### src/pkg/svd_pkg.sv
// Purpose: Shared constants, register map and decode for the supply voltage detector.
// Assumes: AXI4-Lite byte addresses are four times the register index.
// Notes:   Registers are 8 bits wide in the low lane; upper bits read as zero.
package svd_pkg;

  // Clock and reference start-up timing
  localparam int unsigned CLK_PERIOD_NS  = 8;
  localparam int unsigned REF_STARTUP_NS = 25000;
  localparam int unsigned STARTUP_CYC    = (REF_STARTUP_NS + CLK_PERIOD_NS - 1) / CLK_PERIOD_NS;

  // Register indices and byte addresses
  localparam logic [11:0] CTRL_IDX   = 12'hF2A;
  localparam logic [11:0] LEVEL_IDX  = 12'hF2B;
  localparam logic [11:0] IRQ_IDX    = 12'hF2C;
  localparam logic [15:0] CTRL_ADDR  = {2'h0, CTRL_IDX, 2'h0};
  localparam logic [15:0] LEVEL_ADDR = {2'h0, LEVEL_IDX, 2'h0};
  localparam logic [15:0] IRQ_ADDR   = {2'h0, IRQ_IDX, 2'h0};

  // Field positions of the control register
  localparam int unsigned ON_BIT   = 7;
  localparam int unsigned OUT_BIT  = 5;
  localparam int unsigned RDY_BIT  = 4;
  localparam int unsigned RISE_BIT = 1;
  localparam int unsigned FALL_BIT = 0;

  // Field positions of the interrupt register
  localparam int unsigned FLAG_BIT = 0;
  localparam int unsigned IE_BIT   = 1;

  // Level field and reset values
  localparam int unsigned LEVEL_W        = 4;
  localparam logic [3:0]  LEVEL_RST      = 4'h0;
  localparam logic [3:0]  LEVEL_RESERVED = 4'hF;

  // AXI responses
  localparam logic [1:0] RESP_OKAY   = 2'h0;
  localparam logic [1:0] RESP_SLVERR = 2'h2;

  typedef enum logic [1:0] {
    SVD_SEL_NONE,
    SVD_SEL_CTRL,
    SVD_SEL_LEVEL,
    SVD_SEL_IRQ
  } svd_sel_e;

  // Address decode shared by read and write paths
  function automatic svd_sel_e svd_decode(input logic [15:0] addr);
    svd_sel_e sel;
    sel = SVD_SEL_NONE;
    if (addr == CTRL_ADDR)
      sel = SVD_SEL_CTRL;
    else if (addr == LEVEL_ADDR)
      sel = SVD_SEL_LEVEL;
    else if (addr == IRQ_ADDR)
      sel = SVD_SEL_IRQ;
    return sel;
  endfunction : svd_decode

endpackage : svd_pkg

### src/pkg/svd_tmr_if.sv
// Purpose: Link between the control logic and the start-up timer.
// Assumes: Single clock domain.
// Notes:   arm is a level; ready is a level from the timer state.
`timescale 1ns/1ns
interface svd_tmr_if;
  logic arm;
  logic ready;

  modport ctrl  (output arm, input ready);
  modport timer (input arm, output ready);
endinterface : svd_tmr_if
### src/core/svd_ctrl.sv
// Purpose: Supply voltage detector control, event flag and AXI4-Lite registers.
// Assumes: Comparator level supply_low is synchronous to aclk.
// Notes:   Analog divider, reference and comparator sit outside this block.
//
// Operation
// Control bit 7 switches monitor on/off
// Toggling enable raises no false event
// Bit 4 reads ready after stabilisation
// No interrupt before ready after enable
// Rise select sets flag at/above limit
// Fall select sets flag at/below limit
// Both selects flag either direction
// Bit 5 shows comparator: 1 at/below
// Level register bits 3:0, 1111 reserved
// Level clears only on power-on/brown-out
// Flag set when trip reached, enabled direction
// Start-up interval timed, detection held off
// Runs in Sleep, flag wakes device
// Keeps running in Idle and Doze
// Device reset turns monitor off
// Software disables before changing settings
// Software follows setup order
// Flag sticky, re-sets if condition persists
// Interrupt only with flag and enable
//
// The implementer's own choice: the AXI4-Lite interface to the registers.
`timescale 1ns/1ns
module svd_ctrl #(
  parameter int unsigned STARTUP_CYCLES = svd_pkg::STARTUP_CYC
) (
  input  wire logic        aclk,
  input  wire logic        aresetn,
  input  wire logic        por_reset,
  input  wire logic [15:0] awaddr,
  input  wire logic        awvalid,
  output logic             awready,
  input  wire logic [31:0] wdata,
  input  wire logic [3:0]  wstrb,
  input  wire logic        wvalid,
  output logic             wready,
  output logic [1:0]       bresp,
  output logic             bvalid,
  input  wire logic        bready,
  input  wire logic [15:0] araddr,
  input  wire logic        arvalid,
  output logic             arready,
  output logic [31:0]      rdata,
  output logic [1:0]       rresp,
  output logic             rvalid,
  input  wire logic        rready,
  input  wire logic        supply_low,
  input  wire logic        global_irq_en,
  output logic             monitor_on,
  output logic [3:0]       trip_level,
  output logic             wake_req,
  output logic             irq
);
  if (STARTUP_CYCLES < 1)
  begin : g_chk
    $error("svd_ctrl: STARTUP_CYCLES must be at least 1");
  end

  svd_tmr_if tmr ();

  svd_startup_timer #(
    .CYCLES (STARTUP_CYCLES)
  ) u_timer (
    .aclk    (aclk),
    .aresetn (aresetn),
    .tmr     (tmr.timer)
  );

  logic              rise_detect_en;
  logic              fall_detect_en;
  logic              detect_flag;
  logic              detect_irq_en;
  logic              next_monitor_on;
  logic              next_rise_detect_en;
  logic              next_fall_detect_en;
  logic [3:0]        next_trip_level;
  logic              next_detect_flag;
  logic              next_detect_irq_en;
  logic              next_bvalid;
  logic [1:0]        next_bresp;
  logic              next_rvalid;
  logic [1:0]        next_rresp;
  logic [31:0]       next_rdata;
  logic              wr_fire;
  logic              rd_fire;
  logic              wr_lane0;
  logic              flag_clr;
  logic              trip_event;
  logic              ready;
  svd_pkg::svd_sel_e wsel;
  svd_pkg::svd_sel_e rsel;

  // Bus handshakes: write address and data taken together
  assign wsel     = svd_pkg::svd_decode(awaddr);
  assign rsel     = svd_pkg::svd_decode(araddr);
  assign wr_fire  = awvalid && wvalid && !bvalid;
  assign awready  = wr_fire;
  assign wready   = wr_fire;
  assign rd_fire  = arvalid && !rvalid;
  assign arready  = !rvalid;
  assign wr_lane0 = wr_fire && wstrb[0];

  // Timer is armed by the enable; gating by the enable blanks detection in the disabling cycle
  assign tmr.arm = monitor_on;
  assign ready   = tmr.ready && monitor_on;

  // Detection gated by readiness; a fresh enable cannot trip early
  assign trip_event = ready
                      && ((rise_detect_en && !supply_low)
                      || (fall_detect_en && supply_low));

  // Flag clear by writing one to the flag position
  assign flag_clr = wr_lane0 && (wsel == svd_pkg::SVD_SEL_IRQ) && wdata[svd_pkg::FLAG_BIT];

  // Wake works in every power mode; vectoring needs the global enable
  assign wake_req = detect_flag && detect_irq_en;
  assign irq      = wake_req && global_irq_en;

  // Register file next values
  always_comb
  begin
    next_monitor_on     = monitor_on;
    next_rise_detect_en = rise_detect_en;
    next_fall_detect_en = fall_detect_en;
    next_trip_level     = trip_level;
    next_detect_irq_en  = detect_irq_en;
    if (wr_lane0 && (wsel == svd_pkg::SVD_SEL_CTRL))
    begin
      next_monitor_on     = wdata[svd_pkg::ON_BIT];
      next_rise_detect_en = wdata[svd_pkg::RISE_BIT];
      next_fall_detect_en = wdata[svd_pkg::FALL_BIT];
    end
    else if (wr_lane0 && (wsel == svd_pkg::SVD_SEL_LEVEL)
             && (wdata[svd_pkg::LEVEL_W-1:0] != svd_pkg::LEVEL_RESERVED))
      next_trip_level = wdata[svd_pkg::LEVEL_W-1:0];
    else if (wr_lane0 && (wsel == svd_pkg::SVD_SEL_IRQ))
      next_detect_irq_en = wdata[svd_pkg::IE_BIT];
    // A trip in the clearing cycle wins over the clear
    next_detect_flag = trip_event || (detect_flag && !flag_clr);
  end

  // Device reset clears all but the level field
  always_ff @(posedge aclk)
  begin
    if (!aresetn)
    begin
      monitor_on     <= 1'b0;
      rise_detect_en <= 1'b0;
      fall_detect_en <= 1'b0;
      detect_flag    <= 1'b0;
      detect_irq_en  <= 1'b0;
    end
    else
    begin
      monitor_on     <= next_monitor_on;
      rise_detect_en <= next_rise_detect_en;
      fall_detect_en <= next_fall_detect_en;
      detect_flag    <= next_detect_flag;
      detect_irq_en  <= next_detect_irq_en;
    end
  end

  // Level survives ordinary resets, cleared only by power-on or brown-out
  always_ff @(posedge aclk)
  begin
    if (por_reset)
      trip_level <= svd_pkg::LEVEL_RST;
    else if (aresetn)
      trip_level <= next_trip_level;
  end

  // Response channels next values
  always_comb
  begin
    next_bvalid = bvalid;
    next_bresp  = bresp;
    next_rvalid = rvalid;
    next_rresp  = rresp;
    next_rdata  = rdata;
    if (bvalid && bready)
      next_bvalid = 1'b0;
    if (wr_fire)
    begin
      next_bvalid = 1'b1;
      next_bresp  = (wsel == svd_pkg::SVD_SEL_NONE) ? svd_pkg::RESP_SLVERR : svd_pkg::RESP_OKAY;
    end
    if (rvalid && rready)
      next_rvalid = 1'b0;
    if (rd_fire)
    begin
      next_rvalid = 1'b1;
      next_rresp  = svd_pkg::RESP_OKAY;
      next_rdata  = 32'h0000_0000;
      if (rsel == svd_pkg::SVD_SEL_CTRL)
      begin
        next_rdata[svd_pkg::ON_BIT]   = monitor_on;
        next_rdata[svd_pkg::OUT_BIT]  = monitor_on && supply_low;
        next_rdata[svd_pkg::RDY_BIT]  = ready;
        next_rdata[svd_pkg::RISE_BIT] = rise_detect_en;
        next_rdata[svd_pkg::FALL_BIT] = fall_detect_en;
      end
      else if (rsel == svd_pkg::SVD_SEL_LEVEL)
        next_rdata[svd_pkg::LEVEL_W-1:0] = trip_level;
      else if (rsel == svd_pkg::SVD_SEL_IRQ)
      begin
        next_rdata[svd_pkg::FLAG_BIT] = detect_flag;
        next_rdata[svd_pkg::IE_BIT]   = detect_irq_en;
      end
      else
        next_rresp = svd_pkg::RESP_SLVERR;
    end
  end

  always_ff @(posedge aclk)
  begin
    if (!aresetn)
    begin
      bvalid <= 1'b0;
      bresp  <= svd_pkg::RESP_OKAY;
      rvalid <= 1'b0;
      rresp  <= svd_pkg::RESP_OKAY;
      rdata  <= 32'h0000_0000;
    end
    else
    begin
      bvalid <= next_bvalid;
      bresp  <= next_bresp;
      rvalid <= next_rvalid;
      rresp  <= next_rresp;
      rdata  <= next_rdata;
    end
  end

  // Checks on enable, readiness and flag behaviour
  property p_on_write;
    @(posedge aclk) disable iff (!aresetn)
    (wr_lane0 && wsel == svd_pkg::SVD_SEL_CTRL) |=> (monitor_on == $past(wdata[svd_pkg::ON_BIT]));
  endproperty
  a_on_write: assert property (p_on_write) else $error("enable bit not written");

  property p_ready_on;
    @(posedge aclk) disable iff (!aresetn)
    ready |-> monitor_on;
  endproperty
  a_ready_on: assert property (p_ready_on) else $error("ready while disabled");

  property p_ready_holdoff;
    @(posedge aclk) disable iff (!aresetn)
    $rose(monitor_on) |-> !ready ##1 !ready;
  endproperty
  a_ready_holdoff: assert property (p_ready_holdoff) else $error("ready too early");

  property p_flag_needs_ready;
    @(posedge aclk) disable iff (!aresetn)
    $rose(detect_flag) |-> $past(ready);
  endproperty
  a_flag_needs_ready: assert property (p_flag_needs_ready) else $error("flag before ready");

  property p_rise_sets;
    @(posedge aclk) disable iff (!aresetn)
    (ready && rise_detect_en && !supply_low) |=> detect_flag;
  endproperty
  a_rise_sets: assert property (p_rise_sets) else $error("rise trip missed");

  property p_fall_sets;
    @(posedge aclk) disable iff (!aresetn)
    (ready && fall_detect_en && supply_low) |=> detect_flag;
  endproperty
  a_fall_sets: assert property (p_fall_sets) else $error("fall trip missed");

  property p_sticky;
    @(posedge aclk) disable iff (!aresetn)
    (detect_flag && !flag_clr) |=> detect_flag;
  endproperty
  a_sticky: assert property (p_sticky) else $error("flag lost without clear");

  property p_irq;
    @(posedge aclk) disable iff (!aresetn)
    irq == (detect_flag && detect_irq_en && global_irq_en);
  endproperty
  a_irq: assert property (p_irq) else $error("irq mismatch");

  property p_reset_off;
    @(posedge aclk)
    !aresetn |=> (!monitor_on && !detect_flag && !ready);
  endproperty
  a_reset_off: assert property (p_reset_off) else $error("reset left monitor on");

  property p_level_por;
    @(posedge aclk)
    por_reset |=> (trip_level == svd_pkg::LEVEL_RST);
  endproperty
  a_level_por: assert property (p_level_por) else $error("level not cleared");

  // Clear, reserved code and comparator read-back
  property p_flag_clears;
    @(posedge aclk) disable iff (!aresetn)
    (flag_clr && !trip_event) |=> !detect_flag;
  endproperty
  a_flag_clears: assert property (p_flag_clears) else $error("flag not cleared");

  property p_set_wins;
    @(posedge aclk) disable iff (!aresetn)
    (flag_clr && trip_event) |=> detect_flag;
  endproperty
  a_set_wins: assert property (p_set_wins) else $error("clear beat a live trip");

  property p_no_event_idle;
    @(posedge aclk) disable iff (!aresetn)
    (!ready && !detect_flag) |=> !detect_flag;
  endproperty
  a_no_event_idle: assert property (p_no_event_idle) else $error("event while not ready");

  property p_level_write;
    @(posedge aclk) disable iff (!aresetn)
    (wr_lane0 && wsel == svd_pkg::SVD_SEL_LEVEL && !por_reset
     && wdata[svd_pkg::LEVEL_W-1:0] != svd_pkg::LEVEL_RESERVED)
    |=> (trip_level == $past(wdata[svd_pkg::LEVEL_W-1:0]));
  endproperty
  a_level_write: assert property (p_level_write) else $error("level not written");

  property p_level_reserved;
    @(posedge aclk) disable iff (!aresetn)
    (wr_lane0 && wsel == svd_pkg::SVD_SEL_LEVEL && !por_reset
     && wdata[svd_pkg::LEVEL_W-1:0] == svd_pkg::LEVEL_RESERVED) |=> $stable(trip_level);
  endproperty
  a_level_reserved: assert property (p_level_reserved) else $error("reserved level taken");

  property p_out_bit;
    @(posedge aclk) disable iff (!aresetn)
    (rd_fire && rsel == svd_pkg::SVD_SEL_CTRL && monitor_on)
    |=> (rdata[svd_pkg::OUT_BIT] == $past(supply_low));
  endproperty
  a_out_bit: assert property (p_out_bit) else $error("comparator bit wrong");

  c_rise: cover property (@(posedge aclk) disable iff (!aresetn)
    rise_detect_en && $rose(detect_flag));
  c_fall: cover property (@(posedge aclk) disable iff (!aresetn)
    fall_detect_en && $rose(detect_flag));
  c_ready: cover property (@(posedge aclk) disable iff (!aresetn) $rose(ready));
  c_clear: cover property (@(posedge aclk) disable iff (!aresetn) $fell(detect_flag));
  c_wake: cover property (@(posedge aclk) disable iff (!aresetn)
    $rose(irq));

endmodule : svd_ctrl

### src/core/svd_startup_timer.sv
// Purpose: Holds off readiness for the reference start-up interval after arming.
// Assumes: Interval expressed in cycles of the 125 MHz system clock.
// Notes:   Dropping arm restarts the whole interval on the next arm.
`timescale 1ns/1ns
module svd_startup_timer #(
  parameter int unsigned CYCLES = svd_pkg::STARTUP_CYC
) (
  input wire logic aclk,
  input wire logic aresetn,
  svd_tmr_if.timer tmr
);
  localparam int unsigned CW = $clog2(CYCLES + 1);

  typedef enum logic [1:0] {
    SVD_T_OFF,
    SVD_T_WARM,
    SVD_T_READY
  } svd_tstate_e;

  svd_tstate_e   state;
  svd_tstate_e   next_state;
  logic [CW-1:0] cnt;
  logic [CW-1:0] next_cnt;

  if (CYCLES < 1)
  begin : g_chk
    $error("svd_startup_timer: CYCLES must be at least 1");
  end

  // Warm-up count restarts from zero on every arm
  always_comb
  begin
    next_state = state;
    next_cnt   = cnt;
    case (state)
      SVD_T_OFF:
      begin
        next_cnt = '0;
        if (tmr.arm)
          next_state = SVD_T_WARM;
      end
      SVD_T_WARM:
      begin
        if (!tmr.arm)
          next_state = SVD_T_OFF;
        else if (cnt == CW'(CYCLES - 1))
          next_state = SVD_T_READY;
        else
          next_cnt = cnt + CW'(1);
      end
      SVD_T_READY:
      begin
        if (!tmr.arm)
          next_state = SVD_T_OFF;
      end
      default:
        next_state = SVD_T_OFF;
    endcase
  end

  always_ff @(posedge aclk)
  begin
    if (!aresetn)
    begin
      state <= SVD_T_OFF;
      cnt   <= '0;
    end
    else
    begin
      state <= next_state;
      cnt   <= next_cnt;
    end
  end

  // Ready falls on the clock edge after arm drops
  assign tmr.ready = (state == SVD_T_READY);

endmodule : svd_startup_timer

### config.mk
export PLATFORM = sky130hd
export DESIGN_NAME = svd_ctrl
export DESIGN_NICKNAME = d
export VERILOG_FILES = /design/src/pkg/svd_pkg.sv /design/src/pkg/svd_tmr_if.sv /design/src/core/svd_ctrl.sv /design/src/core/svd_startup_timer.sv
export SDC_FILE = /design/constraint.sdc
export NUM_CORES = 1
export LEC_CHECK = 0
export ABC_AREA = 1
export BUFFER_PORTS_ARGS = -buffer_cell sky130_fd_sc_hd__buf_2
export CAP_MARGIN = 30
export CORE_ASPECT_RATIO = 0.75
export CORE_MARGIN = 4
export CORE_UTILIZATION = 42
export CTS_BUF_LIST = sky130_fd_sc_hd__clkbuf_8
export CTS_CLUSTER_SIZE = 10
export DETAILED_ROUTE_END_ITERATION = 10
export HOLD_SLACK_MARGIN = 0.02
export PLACE_DENSITY = 0.76
export SYNTH_ARGS = -nofsm -noshare
export SYNTH_HDL_FRONTEND = slang
export SYNTH_HIERARCHICAL = 1
export SYNTH_SLANG_ARGS = --single-unit
### constraint.sdc
create_clock -name aclk -period 1.4 [get_ports aclk]
set_input_delay 0 -clock aclk [delete_from_list [all_inputs] [get_ports aclk]]
set_output_delay 0 -clock aclk [all_outputs]
set_load 0.02 [all_outputs]
Yosys cells after proc, flatten, opt, wreduce, memory -nomap -nowiden
Cells that the tools add are included.
Widths: inputs -> output; s select.
{"block": "word_totals", "word_cells": 100, "in_bits": 78, "regBits": 36, "output_inout_bits": 48}
{"block": "classes", "add_sub_neg": 1, "mux": 29, "eq_ne": 21, "bitwise": 2, "n_reduce_logical": 34}
{"operator": "$eq 16x14->1 const B", "count": 6}
{"operator": "$mux 2", "count": 20}
{"operator": "$mux 12", "count": 2}
{"operator": "$pmux 12 s2", "count": 1}
{"operator": "$logic_and 1x1->1", "count": 19}
{"operator": "$add 12x1->12 const B", "count": 1}
{"operator": "$eq 12x12->1 const B", "count": 1}
{"operator": "$reduce_and 3->1", "count": 4}
{"operator": "$eq 2x2->1 const B", "count": 5}
{"operator": "$ne 2x2->1 const B", "count": 4}
{"operator": "$eq 2x1->1 const B", "count": 3}
{"operator": "$pmux 2 s3", "count": 1}
{"operator": "$reduce_bool 2->1", "count": 3}
{"operator": "$mux 1", "count": 5}
{"operator": "$logic_not 1->1", "count": 4}
{"operator": "$logic_not 2->1", "count": 2}
{"operator": "$ne 4x4->1 const B", "count": 1}
{"operator": "$ne 3x2->1 const B", "count": 1}
{"operator": "$logic_or 1x1->1", "count": 2}
{"operator": "$not 1->1", "count": 2}

Depth between registers and ports, before layout
{"block": "logic_depth", "ltp_word": 10, "ltp_mapped": 10}

Hierarchy
The synthesis kept the hierarchy.
{"module": "svd_ctrl", "instances": 1, "area_per_inst_um2": 1398.8, "cells_each": 208, "seq_area_each_um2": 400.4}
{"module": "svd_startup_timer", "instances": 1, "area_per_inst_um2": 864.6, "cells_each": 125, "seq_area_each_um2": 280.3}

Worst setup path before layout
OpenSTA, ideal clock, no wires.
{"block": "synth_path", "path_kind": "register to register", "start": "register u_timer.cnt[0]", "end": "register u_timer.cnt[2]", "t_arrival_ns": 1.182, "period_less_slack_ns": 1.314, "stages_incl_launch_ff": 10, "path_buffers": 0, "path_slack_ns": 0.086, "cell_sequence": "dfxtp_1 > inv_1 > ha_1 > nand2_1 > nor2_1 > nand3_4 > nand3_4 > nand2_2 > nand2_1 > a21oi_1"}
{"block": "synth_between", "elab_chain_len": 4}
{"item": "start: declaration", "line": "svd_startup_timer.sv:22", "text": "logic [CW-1:0] cnt;"}
{"item": "start signal: assignment", "line": "svd_startup_timer.sv:71", "text": "cnt <= next_cnt;"}
{"item": "$add 12x1->12", "line": "svd_startup_timer.sv:49", "text": "next_cnt = cnt + CW'(1);"}
{"item": "$mux 12", "line": "svd_startup_timer.sv:46", "text": "else if (cnt == CW'(CYCLES - 1))"}
{"item": "$mux 12", "line": "svd_startup_timer.sv:44", "text": "if (!tmr.arm)"}
{"item": "$pmux 12 s2", "line": "svd_startup_timer.sv:35", "text": "case (state)"}
Several ways; a longest one is shown, not always the timed one. The select of a mux whose other input is x is not followed.
A chain may end at the register's enable or synchronous reset.

Final worst setup path
{"block": "layout_path", "start": "register u_timer.cnt[1]", "end": "register u_timer.cnt[10]"}
The elaborated chain is that of the path after synthesis.

==> results.ini <==
[outcome]
outcome=finished clean

[route]
via_per_inst=4.856
routed_wl_um=5890
first_iter_violations=174
drc_errors=0
ant_nets=0
drtPass1Iterations=4
num_vias=2428
wl_per_cell_um=11.78

[timing]
setup_viol=0
max_freq_ghz=0.7338
worstMarginPinSlew_ps=505.5
drv_slew=0
relSlewSlack_pct=66.26
fin_skew_ps=9.935
layout_setup_ws_ps=37.21
final.setup.tns_ps=0
fin_crit_sh_pct=97.34
min_period_ps=1363
rsz0062_at_grt=yes
hold_violations=0

[floorplan]
pin_count=126
die_w_um=92.77
core-area_mm2=0.005037
die_h_um=71.58
initial_core_util_pct=44.93
die_area_mm2=0.006640
row_count=22

[synthesis]
synth_area_per_cell_um2=6.797
syn_inst=333
yosys.area_share.simple_pct=40.35
synth_mux_area_share_pct=0
yosysSeqAreaShare_pct=30.07
synth_top_family_by_area=simple AND/OR/NAND/NOR gates
ys_warn_count=6
synth_fa_ha_area_share_pct=1.106
async_reset_ff_share_pct=0
synth_cell_type_count=36
synth_ff_type=dfxtp_1
syn_area_mm2=0.002263
synth-xor-area-share_pct=1.161
synth_compound_area_share_pct=10.50
synth-seq-cells=34
synth_edf_count=0

[final_layout]
final_cells=500
area_delta_synth_final_pct=31.51
fillers=489
final_core_util_pct=59.09
drive_gt1_share_pct=32.24
fin_nets=507
n_antenna_cell=0

[worst_setup_path]
arrival_ps=1580
cp-end-kind=register
crit_type=register to register
cp.required_ps=1620
cp_max_fo=6
startpoint_type=register
crit_start=u_timer/cnt[1]
reg2reg_from=u_timer/cnt[1]

[clock_tree]
cts_setup_buffers=0
cts_max_level=2
cts_buffers=5
clockRootBuffer=clkbuf_8
tritoncts=done
clk-insertion-delay-late_ps=290
path_clk_slew_ps=70
clock_path_buffers=2
clock_sinks=34

[global_route]
grt.met3_usage_pct=3.882
grt_usage_pct=17.90
grt-busiest-layer=met2
antenna_found_initial=0
grt_use_met2_pct=27.06
grt_first_pass_wirelength_um=9666
grt_util_met1_pct=24.71
grt_pass1_vias=2138
grt.overflow.total=0
grt_max_degree=14

[placement]
gp_congestion=0.8328
numPortBuffers=68
place_ws_ps=-50.44
hpwl_um=4482
placed_cells=482

[min_path]
hp-class=input port to register
worstHoldStart=aresetn

[power]
total_power_mw=2.086
ir_worst_vdd_mv=0.3318
power.share.switching_pct=28.49
intPower_mw=1.491
clock_power_share_pct=36.5
power.share.sequential_pct=47.4
comb_power_share_pct=16.1
p_per_area_mw_per_mm2=700.6
power_leakage_nw=1.358
p_switching_mw=0.5942

[run]
cap_violations=0

## worst max-delay path, cell delays in order, from the launching register on
cell and delay (ps):
dfxtp_2 340, inv_2 70, ha_4 130, nand2_4 40
nor2_4 130, nand3_4 110, nand3_4 120, buf_12 140
nand3_2 70, a21oi_2 140
## flip-flops by register name, indices dropped and copies added, names as in the netlist
name and cells:
u_timer/state 2, rise_detect_en 1, rresp 1, detect_flag 1, u_timer/cnt 12, bvalid 1
monitor_on 1, bresp 1, rdata 7, rvalid 1, fall_detect_en 1, trip_level 4
detect_irq_en 1
## final timing paths
kind / slack, ps / depth (start not counted) / end
min reg2reg: 460 / 2 / rdata[4]
min: 90 / 2 / rvalid
max: 40 / 9 / u_timer/cnt[10]
max reg2reg: 40 / 9 / u_timer/cnt[10]
## cell usage in the layout, fill, tap and decap left out, types with 6 or more instances in the layout
cell / count
nand3_1: 27
inv_1: 31
nand4_1: 12
nor2_4: 8
nand3_2: 8
dlygate4sd3_1: 10
dfxtp_1: 32
nor3_1: 8
buf_4: 14
a21oi_1: 22
conb_1: 27
o21ai_0: 10
nand2_1: 65
buf_2: 68
clkbuf_8: 6
nor2_1: 30
## layout make-up
cell class	count	area, um2	share of cell area [%]
Clock buffer	6	82.58	2.774
Clock inverter	2	12.51	0.4203
Timing Repair Buffer	93	565.5	19.00
Sequential cell	34	683.2	22.95
Tap cell	72	90.09	3.026
Multi-Input combinational cell	254	1394	46.83
Inverter	39	148.9	5.002
## repair_timing
| action | in CTS | in global routing |
|---|---|---|
| pin swaps | 0 | 8 |
| endpoints found under the hold margin | 10 | 0 |
| gates resized for setup | 2 | 24 |
| hold buffers | 10 | 0 |
| endpoints found under the setup margin | 10 | 16 |
## cell families after synthesis
| kind of cell | after synthesis |
|---|---|
| compound gates | 44 |
| xor+xnor | 3 |
| fa+ha+maj | 2 |
| buf+inv | 71 |
| flops | 34 |
| other cells | 1 |
| simple gates | 178 |
## synth_stat cells, types with 2 or more instances
library cell / instances / share of area [%]
dfxtp_1: 34 / 30
o21ai_0: 11 / 2.4
xnor2_1: 3 / 1.2
nor2_2: 6 / 1.7
buf_4: 29 / 9.6
nor2_4: 5 / 2.5
clkbuf_1: 2 / 0.33
nand3_4: 2 / 1.5
nor3_1: 8 / 1.8
nand4_1: 12 / 3.3
nor3b_1: 2 / 0.66
inv_2: 4 / 0.66
nand3_1: 33 / 7.3
nor2_1: 32 / 5.3
inv_1: 33 / 5.5
nand3_2: 2 / 0.88
nand2_4: 2 / 0.99
nand2_2: 3 / 0.83
ha_1: 2 / 1.1
a21oi_1: 26 / 5.7
clkinv_1: 2 / 0.33
nand2_1: 66 / 11
## per-layer routing
layer	up-vias	wire length [um]
li1	1219	-
met4	0	108
met2	110	2619
met1	1089	2651
met3	10	511
met5	-	0
## power groups by stage
stage	clock network [mW]	logic [mW]	registers [mW]
4_1_cts	0.777	0.329	0.989
3_5_place_dp	0	0.307	1.01
6_report	0.760	0.337	0.988
5_1_grt	0.828	0.371	0.990
3_3_place_gp	0	0.303	1.01
2_1_floorplan	0	0.226	1.03
## through the flow
step	cell area (um2)	hold slack, ps
global placement	2686	213.0
global route	2977	103.6
finish	2977	94.02
floorplan	2361	69.07
detailed placement	2686	213.0
CTS	2885	80.68
Note: power is estimated with default switching activity, not from simulation.
